--- config.mk ---
export PLATFORM = sky130hd
export DESIGN_NAME = amc_mode_control
export DESIGN_NICKNAME = d
export VERILOG_FILES = /design/src/rtl/amc_pkg.sv /design/src/rtl/amc_mode_control.sv /design/src/rtl/amc_settle_timer.sv
export SDC_FILE = /design/constraint.sdc
export NUM_CORES = 1
export LEC_CHECK = 0
export ABC_AREA = 1
export BUFFER_PORTS_ARGS = -buffer_cell sky130_fd_sc_hd__buf_2
export CAP_MARGIN = 40
export CORE_MARGIN = 2
export CORE_UTILIZATION = 55
export DETAILED_ROUTE_END_ITERATION = 8
export PLACE_DENSITY_LB_ADDON = 0.05
export SYNTH_ARGS = -nofsm -noshare
export SYNTH_HDL_FRONTEND = slang
export SYNTH_HIERARCHICAL = 1
export SYNTH_SLANG_ARGS = --single-unit
--- constraint.sdc ---
create_clock -name clk -period 1.63 [get_ports clk]
set_input_delay 0.163 -clock clk [delete_from_list [all_inputs] [get_ports clk]]
set_output_delay 0.163 -clock clk [all_outputs]
set_load 0.02 [all_outputs]
--- src/rtl/amc_pkg.sv ---
// package: register map, field layout and timing constants for the mode control block
package amc_pkg;

	// ------------------------------------------------------------
	// register map
	// ------------------------------------------------------------
	localparam logic [7:0]  AMC_ADDR_MODE       = 8'h01;
	localparam logic [15:0] AMC_MODE_RESET      = 16'h2000;
	// bits that store a written value (15, 14, 13, 10:8, 6:4, 3:2)
	localparam logic [15:0] AMC_WRITABLE_MASK   = 16'he77c;

	// ------------------------------------------------------------
	// field positions
	// ------------------------------------------------------------
	localparam int AMC_BIT_REF_EN     = 15;
	localparam int AMC_BIT_SETTLED    = 13;
	localparam int AMC_DELAY_LSB      = 8;
	localparam int AMC_MODE_LSB       = 4;
	localparam int AMC_CLKSEL_LSB     = 2;

	// operating modes
	typedef enum logic [2:0] {
		AMC_MODE_CONT     = 3'h0,
		AMC_MODE_SINGLE   = 3'h1,
		AMC_MODE_STANDBY  = 3'h2,
		AMC_MODE_PWRDN    = 3'h3,
		AMC_MODE_CAL_IOFS = 3'h4,
		AMC_MODE_CAL_IGN  = 3'h5,
		AMC_MODE_CAL_SOFS = 3'h6,
		AMC_MODE_CAL_SGN  = 3'h7
	} amc_mode_t;

	// clock sources
	typedef enum logic [1:0] {
		AMC_CLK_INT      = 2'h0,
		AMC_CLK_INT_OUT  = 2'h1,
		AMC_CLK_EXT      = 2'h2,
		AMC_CLK_XTAL     = 2'h3
	} amc_clksel_t;

	// ------------------------------------------------------------
	// settling delay table, in ns, and in 25 ns clock cycles
	// ------------------------------------------------------------
	localparam int AMC_CLK_PERIOD_NS = 25;
	localparam int AMC_DLY1_NS = 32000;
	localparam int AMC_DLY2_NS = 128000;
	localparam int AMC_DLY3_NS = 320000;
	localparam int AMC_DLY4_NS = 800000;
	localparam int AMC_DLY5_NS = 1600000;
	localparam int AMC_DLY6_NS = 4000000;
	localparam int AMC_DLY7_NS = 8000000;
	localparam int AMC_DLY_W   = 19;
	localparam int AMC_DLY1_CYC = AMC_DLY1_NS / AMC_CLK_PERIOD_NS;
	localparam int AMC_DLY2_CYC = AMC_DLY2_NS / AMC_CLK_PERIOD_NS;
	localparam int AMC_DLY3_CYC = AMC_DLY3_NS / AMC_CLK_PERIOD_NS;
	localparam int AMC_DLY4_CYC = AMC_DLY4_NS / AMC_CLK_PERIOD_NS;
	localparam int AMC_DLY5_CYC = AMC_DLY5_NS / AMC_CLK_PERIOD_NS;
	localparam int AMC_DLY6_CYC = AMC_DLY6_NS / AMC_CLK_PERIOD_NS;
	localparam int AMC_DLY7_CYC = AMC_DLY7_NS / AMC_CLK_PERIOD_NS;

	// settle timer states, gray along idle -> wait -> done
	typedef enum logic [1:0] {
		AMC_ST_IDLE = 2'b00,
		AMC_ST_WAIT = 2'b01,
		AMC_ST_DONE = 2'b11
	} amc_state_t;

endpackage

--- src/rtl/amc_mode_control.sv ---
// converter mode control register with restart and settling delay logic
`timescale 1ns/1ps
// Summary of operation
// - any write to the mode control register restarts the filter, clears ready and starts anew.
// - the register sits at address 0x01 and resets to 0x2000.
// - bit 15 turns on the internal reference and its buffered output, reset 0.
// - bit 13 resets to 1 and asks for settled-only output with one channel active.
// - bits 10:8 choose a settling delay from 0 us to 8 ms after each channel switch.
// - bits 6:4 choose the operating mode, conversion, standby, power-down or calibration.
// - bits 3:2 choose the master clock source and how the clock pins are used.
// - either internal oscillator choice also powers up the oscillator.
module amc_mode_control (
	// clock and reset
	input  wire logic        clk,
	input  wire logic        sys_rst,
	// register port
	input  wire logic [7:0]  reg_addr,
	input  wire logic [15:0] reg_wdata,
	input  wire logic        reg_wr,
	input  wire logic        reg_rd,
	output logic      [15:0] reg_rdata,
	// converter core
	input  wire logic        channel_switch,
	input  wire logic        conv_ready,
	output logic             filter_restart,
	output logic             conv_start,
	output logic             ready_flag,
	output logic             input_enable,
	output logic      [2:0]  op_mode,
	output logic             settled_only_output,
	// reference and clock
	output logic             ref_enable,
	output logic      [1:0]  clock_source_select,
	output logic             osc_enable,
	output logic             clk_out_enable,
	output logic             ext_clk_select,
	output logic             xtal_enable
);
	import amc_pkg::*;

	// ------------------------------------------------------------
	// register state
	// ------------------------------------------------------------
	logic [15:0]          mode_reg, mode_next;
	logic [15:0]          rdata_reg, rdata_next;
	logic                 restart_reg, restart_next;
	logic                 start_reg, start_next;
	logic                 ready_reg, ready_next;
	logic                 inen_reg, inen_next;
	logic [2:0]           opm_reg, opm_next;
	logic                 sing_reg, sing_next;
	logic                 refen_reg, refen_next;
	logic [1:0]           clks_reg, clks_next;
	logic                 osc_reg, osc_next;
	logic                 ckout_reg, ckout_next;
	logic                 ext_reg, ext_next;
	logic                 xtal_reg, xtal_next;
	logic                 mode_wr;
	logic [AMC_DLY_W-1:0] dly_cycles;
	logic                 tmr_busy;
	logic                 tmr_done;
	logic [2:0]           dly_code;
	amc_clksel_t          cs;

	assign mode_wr = reg_wr && (reg_addr == AMC_ADDR_MODE);
	assign dly_code = mode_reg[AMC_DELAY_LSB +: 3];

	// ------------------------------------------------------------
	// settling delay lookup
	// ------------------------------------------------------------
	always_comb begin
		unique case (dly_code)
			3'h0: dly_cycles = '0;
			3'h1: dly_cycles = AMC_DLY_W'(AMC_DLY1_CYC);
			3'h2: dly_cycles = AMC_DLY_W'(AMC_DLY2_CYC);
			3'h3: dly_cycles = AMC_DLY_W'(AMC_DLY3_CYC);
			3'h4: dly_cycles = AMC_DLY_W'(AMC_DLY4_CYC);
			3'h5: dly_cycles = AMC_DLY_W'(AMC_DLY5_CYC);
			3'h6: dly_cycles = AMC_DLY_W'(AMC_DLY6_CYC);
			3'h7: dly_cycles = AMC_DLY_W'(AMC_DLY7_CYC);
		endcase
	end

	// ------------------------------------------------------------
	// settling timer
	// ------------------------------------------------------------
	// timer restarts on a channel switch; a register write aborts it
	amc_settle_timer u_settle (
		.clk        (clk),
		.sys_rst    (sys_rst),
		.start      (channel_switch),
		.abort      (mode_wr),
		.load_count (dly_cycles),
		.busy       (tmr_busy),
		.done       (tmr_done)
	);

	// ------------------------------------------------------------
	// stored word and read data
	// ------------------------------------------------------------
	// reserved read-only bits are masked on the way in, so reads
	// need no mask and a stray write never shows up later
	always_comb begin
		mode_next  = mode_reg;
		rdata_next = 16'h0000;
		if (mode_wr) begin
			// read-only reserved bits keep zero; bit 14 stores
			mode_next = reg_wdata & AMC_WRITABLE_MASK;
		end
		if (reg_rd && (reg_addr == AMC_ADDR_MODE)) begin
			rdata_next = mode_reg;
		end
	end

	// stored word and read data registers
	always_ff @(posedge clk) begin
		if (sys_rst) begin
			mode_reg  <= AMC_MODE_RESET;
			rdata_reg <= 16'h0000;
		end else begin
			mode_reg  <= mode_next;
			rdata_reg <= rdata_next;
		end
	end

	// ------------------------------------------------------------
	// restart handshake with the converter core
	// ------------------------------------------------------------
	// a write clears ready even when a result lands in the same cycle:
	// the write restarts the filter, so that result is already stale
	always_comb begin
		restart_next = mode_wr;
		start_next   = mode_wr || (tmr_done && !mode_wr);
		ready_next   = ready_reg;
		if (conv_ready) begin
			ready_next = 1'b1;
		end
		if (mode_wr) begin
			ready_next = 1'b0;
		end
		// input held off from the switch edge until the timer ends
		inen_next = !(tmr_busy || (channel_switch && dly_cycles != '0));
	end

	// handshake registers; input enabled out of reset, nothing pending
	always_ff @(posedge clk) begin
		if (sys_rst) begin
			restart_reg <= 1'b0;
			start_reg   <= 1'b0;
			ready_reg   <= 1'b0;
			inen_reg    <= 1'b1;
		end else begin
			restart_reg <= restart_next;
			start_reg   <= start_next;
			ready_reg   <= ready_next;
			inen_reg    <= inen_next;
		end
	end

	// ------------------------------------------------------------
	// field decode for core, reference and clock pins
	// ------------------------------------------------------------
	// clock choice held in the reset word, so the decoded enables come
	// out of reset consistent with the stored value
	localparam amc_clksel_t AMC_RESET_CLKSEL =
		amc_clksel_t'(AMC_MODE_RESET[AMC_CLKSEL_LSB +: 2]);

	// decoded from the next word so the fields move on the storing edge;
	// costs a little depth on the write path, saves a cycle of skew
	always_comb begin
		cs         = amc_clksel_t'(mode_next[AMC_CLKSEL_LSB +: 2]);
		opm_next   = mode_next[AMC_MODE_LSB +: 3];
		sing_next  = mode_next[AMC_BIT_SETTLED];
		refen_next = mode_next[AMC_BIT_REF_EN];
		clks_next  = mode_next[AMC_CLKSEL_LSB +: 2];
		osc_next   = (cs == AMC_CLK_INT) || (cs == AMC_CLK_INT_OUT);
		ckout_next = (cs == AMC_CLK_INT_OUT);
		ext_next   = (cs == AMC_CLK_EXT);
		xtal_next  = (cs == AMC_CLK_XTAL);
	end

	// field registers
	always_ff @(posedge clk) begin
		if (sys_rst) begin
			opm_reg   <= AMC_MODE_RESET[AMC_MODE_LSB +: 3];
			sing_reg  <= AMC_MODE_RESET[AMC_BIT_SETTLED];
			refen_reg <= AMC_MODE_RESET[AMC_BIT_REF_EN];
			clks_reg  <= AMC_MODE_RESET[AMC_CLKSEL_LSB +: 2];
			osc_reg   <= (AMC_RESET_CLKSEL == AMC_CLK_INT) ||
				(AMC_RESET_CLKSEL == AMC_CLK_INT_OUT);
			ckout_reg <= (AMC_RESET_CLKSEL == AMC_CLK_INT_OUT);
			ext_reg   <= (AMC_RESET_CLKSEL == AMC_CLK_EXT);
			xtal_reg  <= (AMC_RESET_CLKSEL == AMC_CLK_XTAL);
		end else begin
			opm_reg   <= opm_next;
			sing_reg  <= sing_next;
			refen_reg <= refen_next;
			clks_reg  <= clks_next;
			osc_reg   <= osc_next;
			ckout_reg <= ckout_next;
			ext_reg   <= ext_next;
			xtal_reg  <= xtal_next;
		end
	end

	// ------------------------------------------------------------
	// outputs
	// ------------------------------------------------------------
	// outputs straight from flip-flops
	assign reg_rdata           = rdata_reg;
	assign filter_restart      = restart_reg;
	assign conv_start          = start_reg;
	assign ready_flag          = ready_reg;
	assign input_enable        = inen_reg;
	assign op_mode             = opm_reg;
	assign settled_only_output = sing_reg;
	assign ref_enable          = refen_reg;
	assign clock_source_select = clks_reg;
	assign osc_enable          = osc_reg;
	assign clk_out_enable      = ckout_reg;
	assign ext_clk_select      = ext_reg;
	assign xtal_enable         = xtal_reg;

endmodule

--- src/rtl/amc_settle_timer.sv ---
// settling delay timer started by a channel switch
`timescale 1ns/1ps
module amc_settle_timer (
	// clock and reset
	input  wire logic                      clk,
	input  wire logic                      sys_rst,
	// control
	input  wire logic                      start,
	input  wire logic                      abort,
	input  wire logic [amc_pkg::AMC_DLY_W-1:0] load_count,
	// status
	output logic                           busy,
	output logic                           done
);
	import amc_pkg::*;

	amc_state_t             state_reg, state_next;
	logic [AMC_DLY_W-1:0]   cnt_reg, cnt_next;
	logic                   done_reg, done_next;

	// next state: a restart mid-wait reloads, so the latest switch wins
	always_comb begin
		state_next = state_reg;
		cnt_next   = cnt_reg;
		done_next  = 1'b0;
		unique case (state_reg)
			AMC_ST_IDLE, AMC_ST_DONE: begin
				state_next = AMC_ST_IDLE;
			end
			AMC_ST_WAIT: begin
				if (cnt_reg <= AMC_DLY_W'(1)) begin
					state_next = AMC_ST_DONE;
					done_next  = 1'b1;
				end else begin
					cnt_next = cnt_reg - AMC_DLY_W'(1);
				end
			end
			default: state_next = AMC_ST_IDLE;
		endcase
		if (start) begin
			if (load_count == '0) begin
				state_next = AMC_ST_DONE;
				done_next  = 1'b1;      // zero delay: done in one cycle
			end else begin
				state_next = AMC_ST_WAIT;
				cnt_next   = load_count;
				done_next  = 1'b0;
			end
		end
		if (abort) begin
			state_next = AMC_ST_IDLE;
			done_next  = 1'b0;
		end
	end

	// registers
	always_ff @(posedge clk) begin
		if (sys_rst) begin
			state_reg <= AMC_ST_IDLE;
			cnt_reg   <= '0;
			done_reg  <= 1'b0;
		end else begin
			state_reg <= state_next;
			cnt_reg   <= cnt_next;
			done_reg  <= done_next;
		end
	end

	assign busy = (state_reg == AMC_ST_WAIT);
	assign done = done_reg;

endmodule

* Word-level counts from Yosys, hierarchy flattened *
Memories as Yosys holds them, arrays and structs flattened. A register that Yosys moved wholly into a read port is not among the register bits.
Cells that the tools add are included.
Widths: inputs -> output; s select.

storage, ports and cells
  bits in registers = 59
  latch bits = 0
  RAM bits = 0
  bits in read-only memories = 80
  input port bits = 30
  output and inout port bits = 31
  word-level logic and storage cells = 57
  memories kept = 1

cells by class
  $add $sub $neg = 1
  $mul = 0
  div/mod/pow operators = 0
  $lt $le $gt $ge = 1
  equal/unequal tests = 6
  shifts and indexed selects = 0
  multiplexer cells = 15
  bitwise operators = 1
  reductions and logical operators = 14

memory list
  memory           depth  width  rd ports  clocked after memory_dff  wr ports  line                    source
  (no name shown)  8      10     1         1                         0         amc_mode_control.sv:72  unique case (dly_code)

operators with widths
  kind                   number
  $mux 19                4
  $le 19x1->1 const B    1
  $logic_not 19->1       1
  $reduce_bool 19->1     1
  $sub 19x1->19 const B  1
  $mux 16                1
  $eq 8x1->1 const B     1
  $mux 2                 4
  $mux 3                 2
  $eq 2x1->1 const B     2
  $eq 2x2->1 const B     2
  $logic_and 1x1->1      4
  $mux 1                 4
  $reduce_or 2->1        2
  $logic_or 1x1->1       3
  $ne 3x2->1 const B     1
  $logic_not 1->1        2
  $logic_not 2->1        1
  $not 1->1              1

* Longest topological paths before layout *
Gate-level depths: netlist of run 1.

  depth after elaboration = 5
  gate-level depth with buffers = 13

* Hierarchy *
The synthesis of run 1 kept the hierarchy.

by module, submodules not included
  module            instances  cells each  area an instance (um^2)  seq. area each (um^2)
  amc_settle_timer  1          241         1546.5                   440.4
  amc_mode_control  1          177         1498.9                   800.8

* Worst setup path before layout of run 1 *
OpenSTA, ideal clock, no wires.

  kind = reg2reg
  from = register u_settle.cnt_reg[0]
  to = register u_settle.cnt_reg[1]
  data arrival time = 1.354 ns
  required time = 1.516 ns
  setup slack = 0.162 ns
  stages on the path, launching flop included = 11
  period minus slack after synthesis = 1.468 ns
  path through = dfxtp_1 > ha_1 > nand3_1 > nor2_1 > nand2_2 > nand2_4 > nor2_8 > buf_6 > o21a_1 > o21bai_1 > inv_1

between the ends
  longest elaborated chain between the ends = 5

ends and longest elaborated chain
  what                                          line                                            source
  from (decl)                                   amc_settle_timer.sv:18                          logic [AMC_DLY_W-1:0] cnt_reg, cnt_next;
  from (signal assigned)                        amc_settle_timer.sv:64                          cnt_reg <= cnt_next;
  $sub 19x1->19 or $le 19x1->1 (tied branches)  amc_settle_timer.sv:35, amc_settle_timer.sv:31
  $mux 19 (*)                                   amc_settle_timer.sv:31                          if (cnt_reg <= AMC_DLY_W'(1)) begin
  $mux 19 (*)                                   amc_settle_timer.sv:26                          unique case (state_reg)
  $mux 19                                       amc_settle_timer.sv:41                          if (load_count == '0) begin
  $mux 19 (*)                                   amc_settle_timer.sv:40                          if (start) begin

Mark *: on every way between the ends. The rest lies on a longest branch, timed or not.
A chain may end at the register's enable or synchronous reset.

* Worst setup path after layout of run 1 *
  from = register u_settle.cnt_reg[8]
  to = register u_settle.cnt_reg[9]

Same word-level chain as after synthesis.

==> run_results.csv, run 1 <==
group,metric,value,unit
final_layout,drive_gt1_frac,0.296,
timing,finalHoldViolations,0,
final_layout,largest_reg_flops,19,
global_routing,grt_max_degree,18,
synth,synth_area_leaders,"dfxtp_1 41%, nand2_1 8.4%, inv_1 8.0%",
detailed_routing,wl_per_cell,11.0,um
status,status,"finished, final reports clean",
power_and_ir_drop,p_per_area,889,nW/um2
global_routing,grt_pass1_wl,10600,um
power_and_ir_drop,p_comb_frac,0.151,
critical_path,path_cells,"nor2_1, nand2_2, nor2_2, nand3_2, nand2_4, inv_2, nand3_1, o21ai_0, o21bai_1, inv_1",
final_layout,syn2layout_area_growth,24.1,%
power_and_ir_drop,seqPwrFrac,0.476,
critical_path,critPathKind,"flip-flop to flip-flop",
detailed_routing,finalWirelength,6370,um
timing,tightestPinTransition,500,ps
critical_path,startpoint,"u_settle/cnt_reg[8]",
placement,portBuffers,50,
critical_path,cpPeakStageDelay,350,ps
clock_tree,worstSkewPairLatency,330,ps
critical_path,critPathArrivalTime,1830,ps
die,row_count,27,
timing,final_max_slew_viol_count,0,
synth,synth-seq-area-share,0.408,
critical_path,crit_family,"simple AND/OR/NAND/NOR gates",
synth,synthFlopType,"dfxtp_1",
timing,clock.fmax,0.623,GHz
synth,synth_edf_count,0,
critical_path,crit_required,1860,ps
detailed_routing,drt_first_pass_iters,4,
critical_path,ff2ff_setup_slack,30,ps
clock_tree,clock_sinks,62,
final_layout,fin_util,0.695,
min_path,timing.hold.worst_path_depth,3,
clock_tree,cts-root-buf,"clkbuf_8",
synth,synth_warnings,6,
power_and_ir_drop,vdd_drop_max,0.682,mV
timing,skew,6.86,ps
critical_path,path_max_fanout,9,
critical_path,r2r_start,"u_settle/cnt_reg[8]",
die,io_pins,61,
die,die_area,6150,um2
timing,setup_viol,0,
die,die_w,78.4,um
timing,fin_crit,1600,ps
die,fp.dieH,78.4,um
final_layout,final_common_cell,"nand2_1",
synth,yosys.area.top_type,"dfxtp_1",
synth,ys_seq_elements,62,
global_routing,grt_pass1_vias,2403,
synth,netlist_area,3050,um2
clock_tree,cts_tree,"built",
timing,worst_slew_margin_rel,0.667,
timing,period_share,0.984,
synth,syn_area_per_cell,7.29,um2
detailed_routing,antenna_left,0,
synth,syn_inst,418,
min_path,hp-class,"primary input to flip-flop",
detailed_routing,drc,0,
timing,rsz0062_at_grt,"yes",
clock_tree,cts.reportedPaths.clkPinSlew,60,ps
global_routing,grt_antenna_before_repair,0,
clock_tree,cts_made_buffers,9,
final_layout,num_antenna_cells,0,
critical_path,crit_end,"u_settle/cnt_reg[9]",
critical_path,cp.depth,10,
power_and_ir_drop,clock_power_share,0.373,
final_layout,final_cells,579,
die,coreArea,5440,um2
placement,routabilityCongestion,0.875,
synth,synth.distinct_cells,37,
placement,dp_hpwl,4770,um
detailed_routing,drt_iter0_drc,93,
critical_path,startpoint_type,"flip-flop",
flow_run,drv_cap,0,
power_and_ir_drop,switchingPower,898,uW
critical_path,cp-end-kind,"flip-flop",
power_and_ir_drop,swShare,0.267,
critical_path,r2r_end,"u_settle/cnt_reg[9]",
clock_tree,clk_path_buf_depth,2,
clock_tree,h-tree-depth,3,
power_and_ir_drop,leakage,0.00193,uW
die,initial_core_util,0.560,
final_layout,nets,536,
detailed_routing,vias,2697,
synth,async_flop_share,0,
synth,synth_top_area_frac,0.408,
critical_path,r2r_cells,10,
global_routing,grt-ovfl-total,0,
critical_path,crit_buf_inv,2,
critical_path,crit_slowest_cell,"dfxtp_2",
global_routing,grt_usage,0.219,
final_layout,layout_common_cells,"64 x nand2_1, 63 x inv_1, 54 x dfxtp_1",
power_and_ir_drop,p_int,2460,uW
placement,place_inst,559,
detailed_routing,via_per_inst,4.66,
==> cell usage after synthesis, drive strengths merged (5+ instances only) <==
cell and number:
dfxtp 62, xor2 7, a21oi 7, buf 16, nand4 5, nand2 76
inv 71, o21bai 8, nor2 71, o21ai 25, o211ai 6, nand3 38
==> routing by layer <==
metal	vias to the layer above	wire length, um	global-route usage
met4	0	104	0.0789
met1	1203	2910	0.266
met3	11	178	0.0494
li1	1444	-	-
met2	39	3180	0.380
met5	-	0	0
==> cell families after synthesis <==
| family | count (synthesis) | share of synthesized area |
|---|---|---|
| AOI/OAI and AO/OA | 50 | 0.0986 |
| xor gates and xnor gates | 8 | 0.0230 |
| adders and majority gates | 4 | 0.0164 |
| buffers and inverters | 91 | 0.131 |
| DFF | 62 | 0.408 |
| other | 1 | 0.00123 |
| and+or+nand+nor | 202 | 0.323 |
==> timing repair <==
item / 4_1_cts / 5_1_grt
setup buffers: 0 / 3
pin swaps: 1 / 14
gates resized for setup: 2 / 36
gates cloned: 1 / 0
endpoints found under the setup margin: 1 / 19
hold buffers: 0 / 0
hold endpoints to repair: 0 / 0
==> worst reg2reg max path, stage by stage (launching register included) <==
cell	delay, ps
dfxtp_2	350
nor2_1	180
nand2_2	110
nor2_2	130
nand3_2	100
nand2_4	140
inv_2	110
nand3_1	90
o21ai_0	110
o21bai_1	140
inv_1	50
==> worst min-delay path by stage <==
stage,start,endpoint
3_5_place_dp,reg_wdata[6],mode_reg[6]
5_1_grt,reg_wdata[13],mode_reg[13]
6_report,reg_wdata[14],mode_reg[14]
4_1_cts,reg_wdata[5],mode_reg[5]
2_1_floorplan,sys_rst,u_settle/cnt_reg[16]
3_3_place_gp,reg_wdata[15],mode_reg[15]
==> through the flow <==
step / TNS (ps) / hold slack, ps / total power, uW / area, um2 / worst slack, ps
after floorplan: 0 / 232 / 1940 / 3130 / 162
after global placement: 0 / 362 / 2060 / 3460 / 37.4
after detailed placement: -7.71 / 369 / 2070 / 3460 / -7.71
after CTS: 0 / 24.7 / 3330 / 3660 / 12.1
after global routing: -433 / 45.9 / 3530 / 3780 / -103
final: 0 / 31.3 / 3360 / 3780 / 25.7
==> final cells by class <==
| type | instances | area (um2) |
|---|---|---|
| repair buffers | 68 | 397 |
| inverters | 73 | 277 |
| clock buffers | 12 | 135 |
| flip-flops and latches | 62 | 1250 |
| well taps | 72 | 90.1 |
| multi-input cells | 288 | 1580 |
| fillers | 479 | 1660 |
| clock inverters | 4 | 47.5 |
==> power groups by stage <==
stage / combinational, uW / clock, uW / sequential, uW
2_1_floorplan: 321 / 0 / 1620
3_3_place_gp: 443 / 0 / 1620
3_5_place_dp: 450 / 0 / 1620
4_1_cts: 457 / 1280 / 1590
5_1_grt: 563 / 1360 / 1600
6_report: 508 / 1250 / 1600
(Power assumes the default switching activity.)
==> run 2, diff against run 1 <==
--- a/config.mk
+++ b/config.mk
@@ -11,7 +11,7 @@
 export CORE_MARGIN = 2
 export CORE_UTILIZATION = 55
 export DETAILED_ROUTE_END_ITERATION = 8
-export PLACE_DENSITY_LB_ADDON = 0.05
+export PLACE_DENSITY_LB_ADDON = 0.12
 export SYNTH_ARGS = -nofsm -noshare
 export SYNTH_HDL_FRONTEND = slang
 export SYNTH_HIERARCHICAL = 1
==> run_results.csv, run 2 (same netlist as run 1, synthesis figures left out) <==
group,metric,value,unit
final_layout,layout_common_cells,"63 x nand2_1, 62 x inv_1, 50 x dfxtp_1, 50 x buf_2, 45 x nor2_1",
timing,finalHoldViolations,0,
final_layout,final_common_cell,"nand2_1",
status,status,"finished with violations",
timing,clock.fmax,0.610,GHz
critical_path,r2r_end,"u_settle/cnt_reg[4]",
clock_tree,clock_sinks,62,
timing,period_share,1.01,
final_layout,largest_reg_flops,19,
timing,setup_ws,-9.55,ps
die,die_area,6150,um2
global_routing,grt_antenna_before_repair,0,
detailed_routing,drc,0,
min_path,min_to,"mode_reg[5]",
status,violations,"setup timing",
detailed_routing,wl_per_cell,11.1,um
final_layout,finalInstanceArea,3850,um2
detailed_routing,via_per_inst,4.82,
detailed_routing,drt_first_pass_iters,4,
clock_tree,cts_tree,"built",
global_routing,grt_max_degree,17,
clock_tree,clk_path_buf_depth,2,
clock_tree,h-tree-depth,3,
final_layout,drive_gt1_frac,0.320,
final_layout,syn2layout_area_growth,26.4,%
timing,fin_crit,1640,ps
critical_path,r2r_start,"u_settle/cnt_reg[15]",
min_path,holdCritStartpoint,"reg_wdata[5]",
critical_path,ff2ff_setup_slack,-10,ps
detailed_routing,drt_iter0_drc,131,
critical_path,cp-end-kind,"flip-flop",
clock_tree,cts-root-buf,"clkbuf_8",
placement,routabilityCongestion,0.859,
critical_path,path_max_fanout,6,
die,fp.dieH,78.4,um
timing,setup_viol,1,
critical_path,crit_slowest_cell,"dfxtp_1",
die,initial_core_util,0.560,
critical_path,cpPeakStageDelay,340,ps
placement,dp_hpwl,4750,um
clock_tree,worstSkewPairLatency,340,ps
placement,portBuffers,50,
power_and_ir_drop,vdd_drop_max,0.811,mV
global_routing,grt_usage,0.214,
detailed_routing,antenna_left,0,
final_layout,fin_util,0.708,
critical_path,path_cells,"nor2_2, nand2_1, nor2_2, nand3_2, nand2_4, nor2_8, buf_6, buf_4, nand3b_1, nor2_1, o21bai_1, inv_1",
global_routing,grt_pass1_wl,10300,um
min_path,timing.hold.worst_path_depth,3,
timing,skew,7.37,ps
power_and_ir_drop,leakage,0.00197,uW
die,row_count,27,
detailed_routing,finalWirelength,6500,um
die,coreArea,5440,um2
critical_path,critical_path.most_common_cell,"nor2_2",
clock_tree,cts.reportedPaths.clkPinSlew,70,ps
global_routing,grt-ovfl-total,0,
min_path,hp-class,"primary input to flip-flop",
timing,rsz0062_at_grt,"yes",
critical_path,r2r_cells,12,
critical_path,critPathArrivalTime,1880,ps
critical_path,crit_required,1870,ps
critical_path,startpoint_type,"flip-flop",
die,die_w,78.4,um
global_routing,grt_pass1_vias,2398,
detailed_routing,vias,2821,
final_layout,nets,542,
final_layout,num_antenna_cells,0,
critical_path,critPathKind,"flip-flop to flip-flop",
flow_run,drv_cap,0,
placement,placed_cell_area,3470,um2
die,io_pins,61,
clock_tree,cts_made_buffers,9,
timing,final_max_slew_viol_count,0,
power_and_ir_drop,p_per_area,866,nW/um2
## run 2: changes by cell type in the layout (fill, tap and decap cells not counted), moves of 2 or more
cell      previous run  this run
nor2_4               5         8
nand3_1             31        33
dfxtp_2              7        10
buf_4               15        21
nand3_2              4         2
dfxtp_1             54        50
nor2_2              21        17
clkbuf_1             3         0
## run 2: per-stage QoR
stage / hold slack, ps / cells / TNS (ps) / worst slack (ps) / power [uW]
2_1_floorplan: 232 / 440 / 0 / 162 / 1940
3_3_place_gp: 364 / 559 / 0 / 46.0 / 2070
3_5_place_dp: 373 / 559 / 0 / 15.8 / 2080
4_1_cts: 8.97 / 575 / -2.38 / -2.38 / 3270
5_1_grt: 28.5 / 585 / -660 / -142 / 3480
6_report: 19.0 / 585 / -9.55 / -9.55 / 3330
## run 2: how the worst max path moves through the flow
stage / slack [ps] / startpoint / cells after the start / endpoint
after detailed placement: 20 / u_settle/cnt_reg[1] / 12 / u_settle/cnt_reg[15]
after floorplan: 160 / u_settle/cnt_reg[0] / 10 / u_settle/cnt_reg[1]
final: -10 / u_settle/cnt_reg[15] / 12 / u_settle/cnt_reg[4]
after global placement: 50 / u_settle/cnt_reg[1] / 12 / u_settle/cnt_reg[1]
after global routing: -140 / u_settle/cnt_reg[0] / 9 / u_settle/cnt_reg[12]
after CTS: -2 / u_settle/cnt_reg[1] / 12 / u_settle/cnt_reg[1]
## run 2: layout make-up
| cell class | count | area [um2] |
|---|---|---|
| fillers | 462 | 1590 |
| multi-input cells | 287 | 1590 |
| flip-flops and latches | 62 | 1260 |
| repair buffers | 75 | 462 |
| inverters | 73 | 277 |
| clock buffers | 9 | 124 |
| well taps | 72 | 90.1 |
| clock inverters | 7 | 50.0 |
## run 2: what timing repair did
action | 4_1_cts | 5_1_grt
pin swaps | 0 | 15
resized for setup | 1 | 49
gates cloned | 0 | 0
hold buffers | 0 | 0
setup buffers | 0 | 10
setup endpoints to repair | 1 | 18
## run 2: where the power goes
group	switching (uW)	total (uW)	internal, uW
registers	45.9	1600	1560
clock network	635	1190	554
logic	309	540	231
## run 2: critical path, delay by kind of cell, from the launching register on
| family | cells | cell delay [ps] |
|---|---|---|
| AO/OA/AOI/OAI | 1 | 120 |
| buffers and inverters | 3 | 300 |
| AND/OR/NAND/NOR | 8 | 780 |
| flip-flops | 1 | 340 |
## run 2: layer usage
metal	vias to the layer above	wire (um)	track usage
met1	1284	2860	0.260
met5	-	0	0
met2	65	3280	0.364
met3	11	243	0.0494
met4	0	119	0.0930
li1	1461	-	-
==> run 3, diff against run 2 <==
--- a/config.mk
+++ b/config.mk
@@ -12,6 +12,7 @@
 export CORE_UTILIZATION = 55
 export DETAILED_ROUTE_END_ITERATION = 8
 export PLACE_DENSITY_LB_ADDON = 0.12
+export SETUP_SLACK_MARGIN = 0.15
 export SYNTH_ARGS = -nofsm -noshare
 export SYNTH_HDL_FRONTEND = slang
 export SYNTH_HIERARCHICAL = 1
==> run_results.csv, run 3 (same netlist as run 1, synthesis figures left out) <==
group,metric,value,unit
final_layout,layout_common_cells,"62 x inv_1, 57 x nand2_1, 50 x buf_2",
final_layout,largest_reg_flops,19,
timing,worst_slew_margin_rel,0.645,
placement,dp_hpwl,4750,um
clock_tree,cts_tree,"built",
power_and_ir_drop,leakage,0.00207,uW
placement,place_inst,559,
critical_path,crit_slowest_cell,"dfxtp_4",
critical_path,crit_buf_inv,2,
min_path,hp-class,"primary input to flip-flop",
timing,period_share,1.00,
detailed_routing,antenna_left,0,
power_and_ir_drop,vdd_drop_max,0.819,mV
global_routing,grt_max_degree,17,
timing,final_max_slew_viol_count,0,
clock_tree,cts.reportedPaths.clkPinSlew,70,ps
final_layout,final_cells,592,
timing,clock.fmax,0.611,GHz
die,initial_core_util,0.560,
timing,finalHoldViolations,0,
final_layout,finalInstanceArea,4100,um2
die,row_count,27,
clock_tree,clock_sinks,62,
placement,portBuffers,50,
die,io_pins,61,
critical_path,cp-end-kind,"flip-flop",
detailed_routing,via_per_inst,5.03,
die,die_area,6150,um2
final_layout,num_antenna_cells,0,
critical_path,cpPeakStageDelay,370,ps
final_layout,nets,549,
clock_tree,h-tree-depth,3,
global_routing,grt_usage,0.230,
critical_path,critPathKind,"flip-flop to flip-flop",
timing,tightestPinTransition,531,ps
timing,skew,9.48,ps
status,violations,"setup timing",
placement,routabilityCongestion,0.859,
global_routing,grt_pass1_vias,2579,
detailed_routing,drc,0,
die,die_w,78.4,um
final_layout,drive_gt1_frac,0.388,
detailed_routing,wl_per_cell,13.0,um
final_layout,syn2layout_area_growth,34.6,%
final_layout,final_common_cell,"inv_1",
timing,setup_ws,-5.58,ps
timing,whs,18.1,ps
detailed_routing,vias,2979,
clock_tree,cts_made_buffers,9,
critical_path,path_cells,"nor2_4, nand2_2, nor2_4, buf_4, nand2_1, xor2_1, nand3_1, o21ai_0, o21bai_1, inv_1",
critical_path,critical_path.most_common_cell,"nor2_4",
critical_path,startpoint_type,"flip-flop",
detailed_routing,drt_iter0_drc,211,
clock_tree,cts-root-buf,"clkbuf_8",
critical_path,crit_required,1870,ps
die,coreArea,5440,um2
flow_run,drv_cap,0,
timing,setup_viol,1,
critical_path,cp.depth,10,
timing,fin_crit,1640,ps
status,status,"finished with violations",
detailed_routing,drt_first_pass_iters,5,
clock_tree,clk_path_buf_depth,2,
critical_path,crit_family,"simple AND/OR/NAND/NOR gates",
die,fp.dieH,78.4,um
clock_tree,cts-hold-fix-buffers,0,
placement,placed_cell_area,3470,um2
critical_path,r2r_cells,10,
clock_tree,worstSkewPairLatency,340,ps
global_routing,grt-ovfl-total,0,
global_routing,grt_pass1_wl,11100,um
detailed_routing,finalWirelength,7700,um
critical_path,path_max_fanout,4,
power_and_ir_drop,p_per_area,841,nW/um2
timing,rsz0062_at_grt,"yes",
min_path,timing.hold.worst_path_depth,3,
global_routing,grt_antenna_before_repair,0,
critical_path,critPathArrivalTime,1870,ps
## run 3: cell count changes in the layout (fill, tap and decap cells not counted), sizes merged
cell    before  now
clkbuf       9   11
buf         75   80
## run 3: worst min-delay path: cells and delay by family
kind            cells  cell delay [ps]
simple gates        1               40
compound gates      1               50
buf+inv             1               70
## run 3: final timing paths
| path | start | slack [ps] | endpoint |
|---|---|---|---|
| max | u_settle/cnt_reg[2] | -6 | u_settle/cnt_reg[13] |
| min | reg_wdata[15] | 20 | mode_reg[15] |
| max reg2reg | u_settle/cnt_reg[2] | -6 | u_settle/cnt_reg[13] |
| min reg2reg | u_settle/done | 430 | conv_start |
## run 3: timing repair
item	4_1_cts	5_1_grt
setup endpoints to repair	18	21
setup buffers	12	3
gates resized for setup	53	49
pin swaps	22	15
cloned	0	2
## run 3: per-stage QoR
stage / setup TNS (ps) / util / power, uW / setup WS [ps]
3_5_place_dp: 0 / 0.638 / 2080 / 15.8
5_1_grt: -635 / 0.754 / 3580 / -104
3_3_place_gp: 0 / 0.638 / 2070 / 46.0
4_1_cts: 0 / 0.713 / 3360 / 104
2_1_floorplan: 0 / - / 1940 / 162
6_report: -5.58 / 0.754 / 3450 / -5.58
## run 3: final cells by class
cell class / count / area, um2
multi-input cells: 287 / 1710
fillers: 408 / 1340
flip-flops and latches: 62 / 1280
repair buffers: 82 / 564
inverters: 73 / 279
clock buffers: 9 / 124
well taps: 72 / 90.1
clock inverters: 7 / 50.0
## run 3: where the power goes
part | leakage (uW) | switching (uW) | internal [uW]
sequential | 0.000514 | 50.3 | 1550
clock | 0.0000869 | 643 | 555
combinational | 0.00147 | 372 | 274
total | 0.00207 | 1070 | 2380
## run 3: per-layer routing
metal  wire length (um)  share of wire  vias up  GRT usage
li1                   -              -     1481          -
met3                461          0.060       26     0.0494
met5                  0              0        -          0
met4                244          0.032        0      0.104
met2               3900           0.51      112      0.410
met1               3090           0.40     1360      0.263
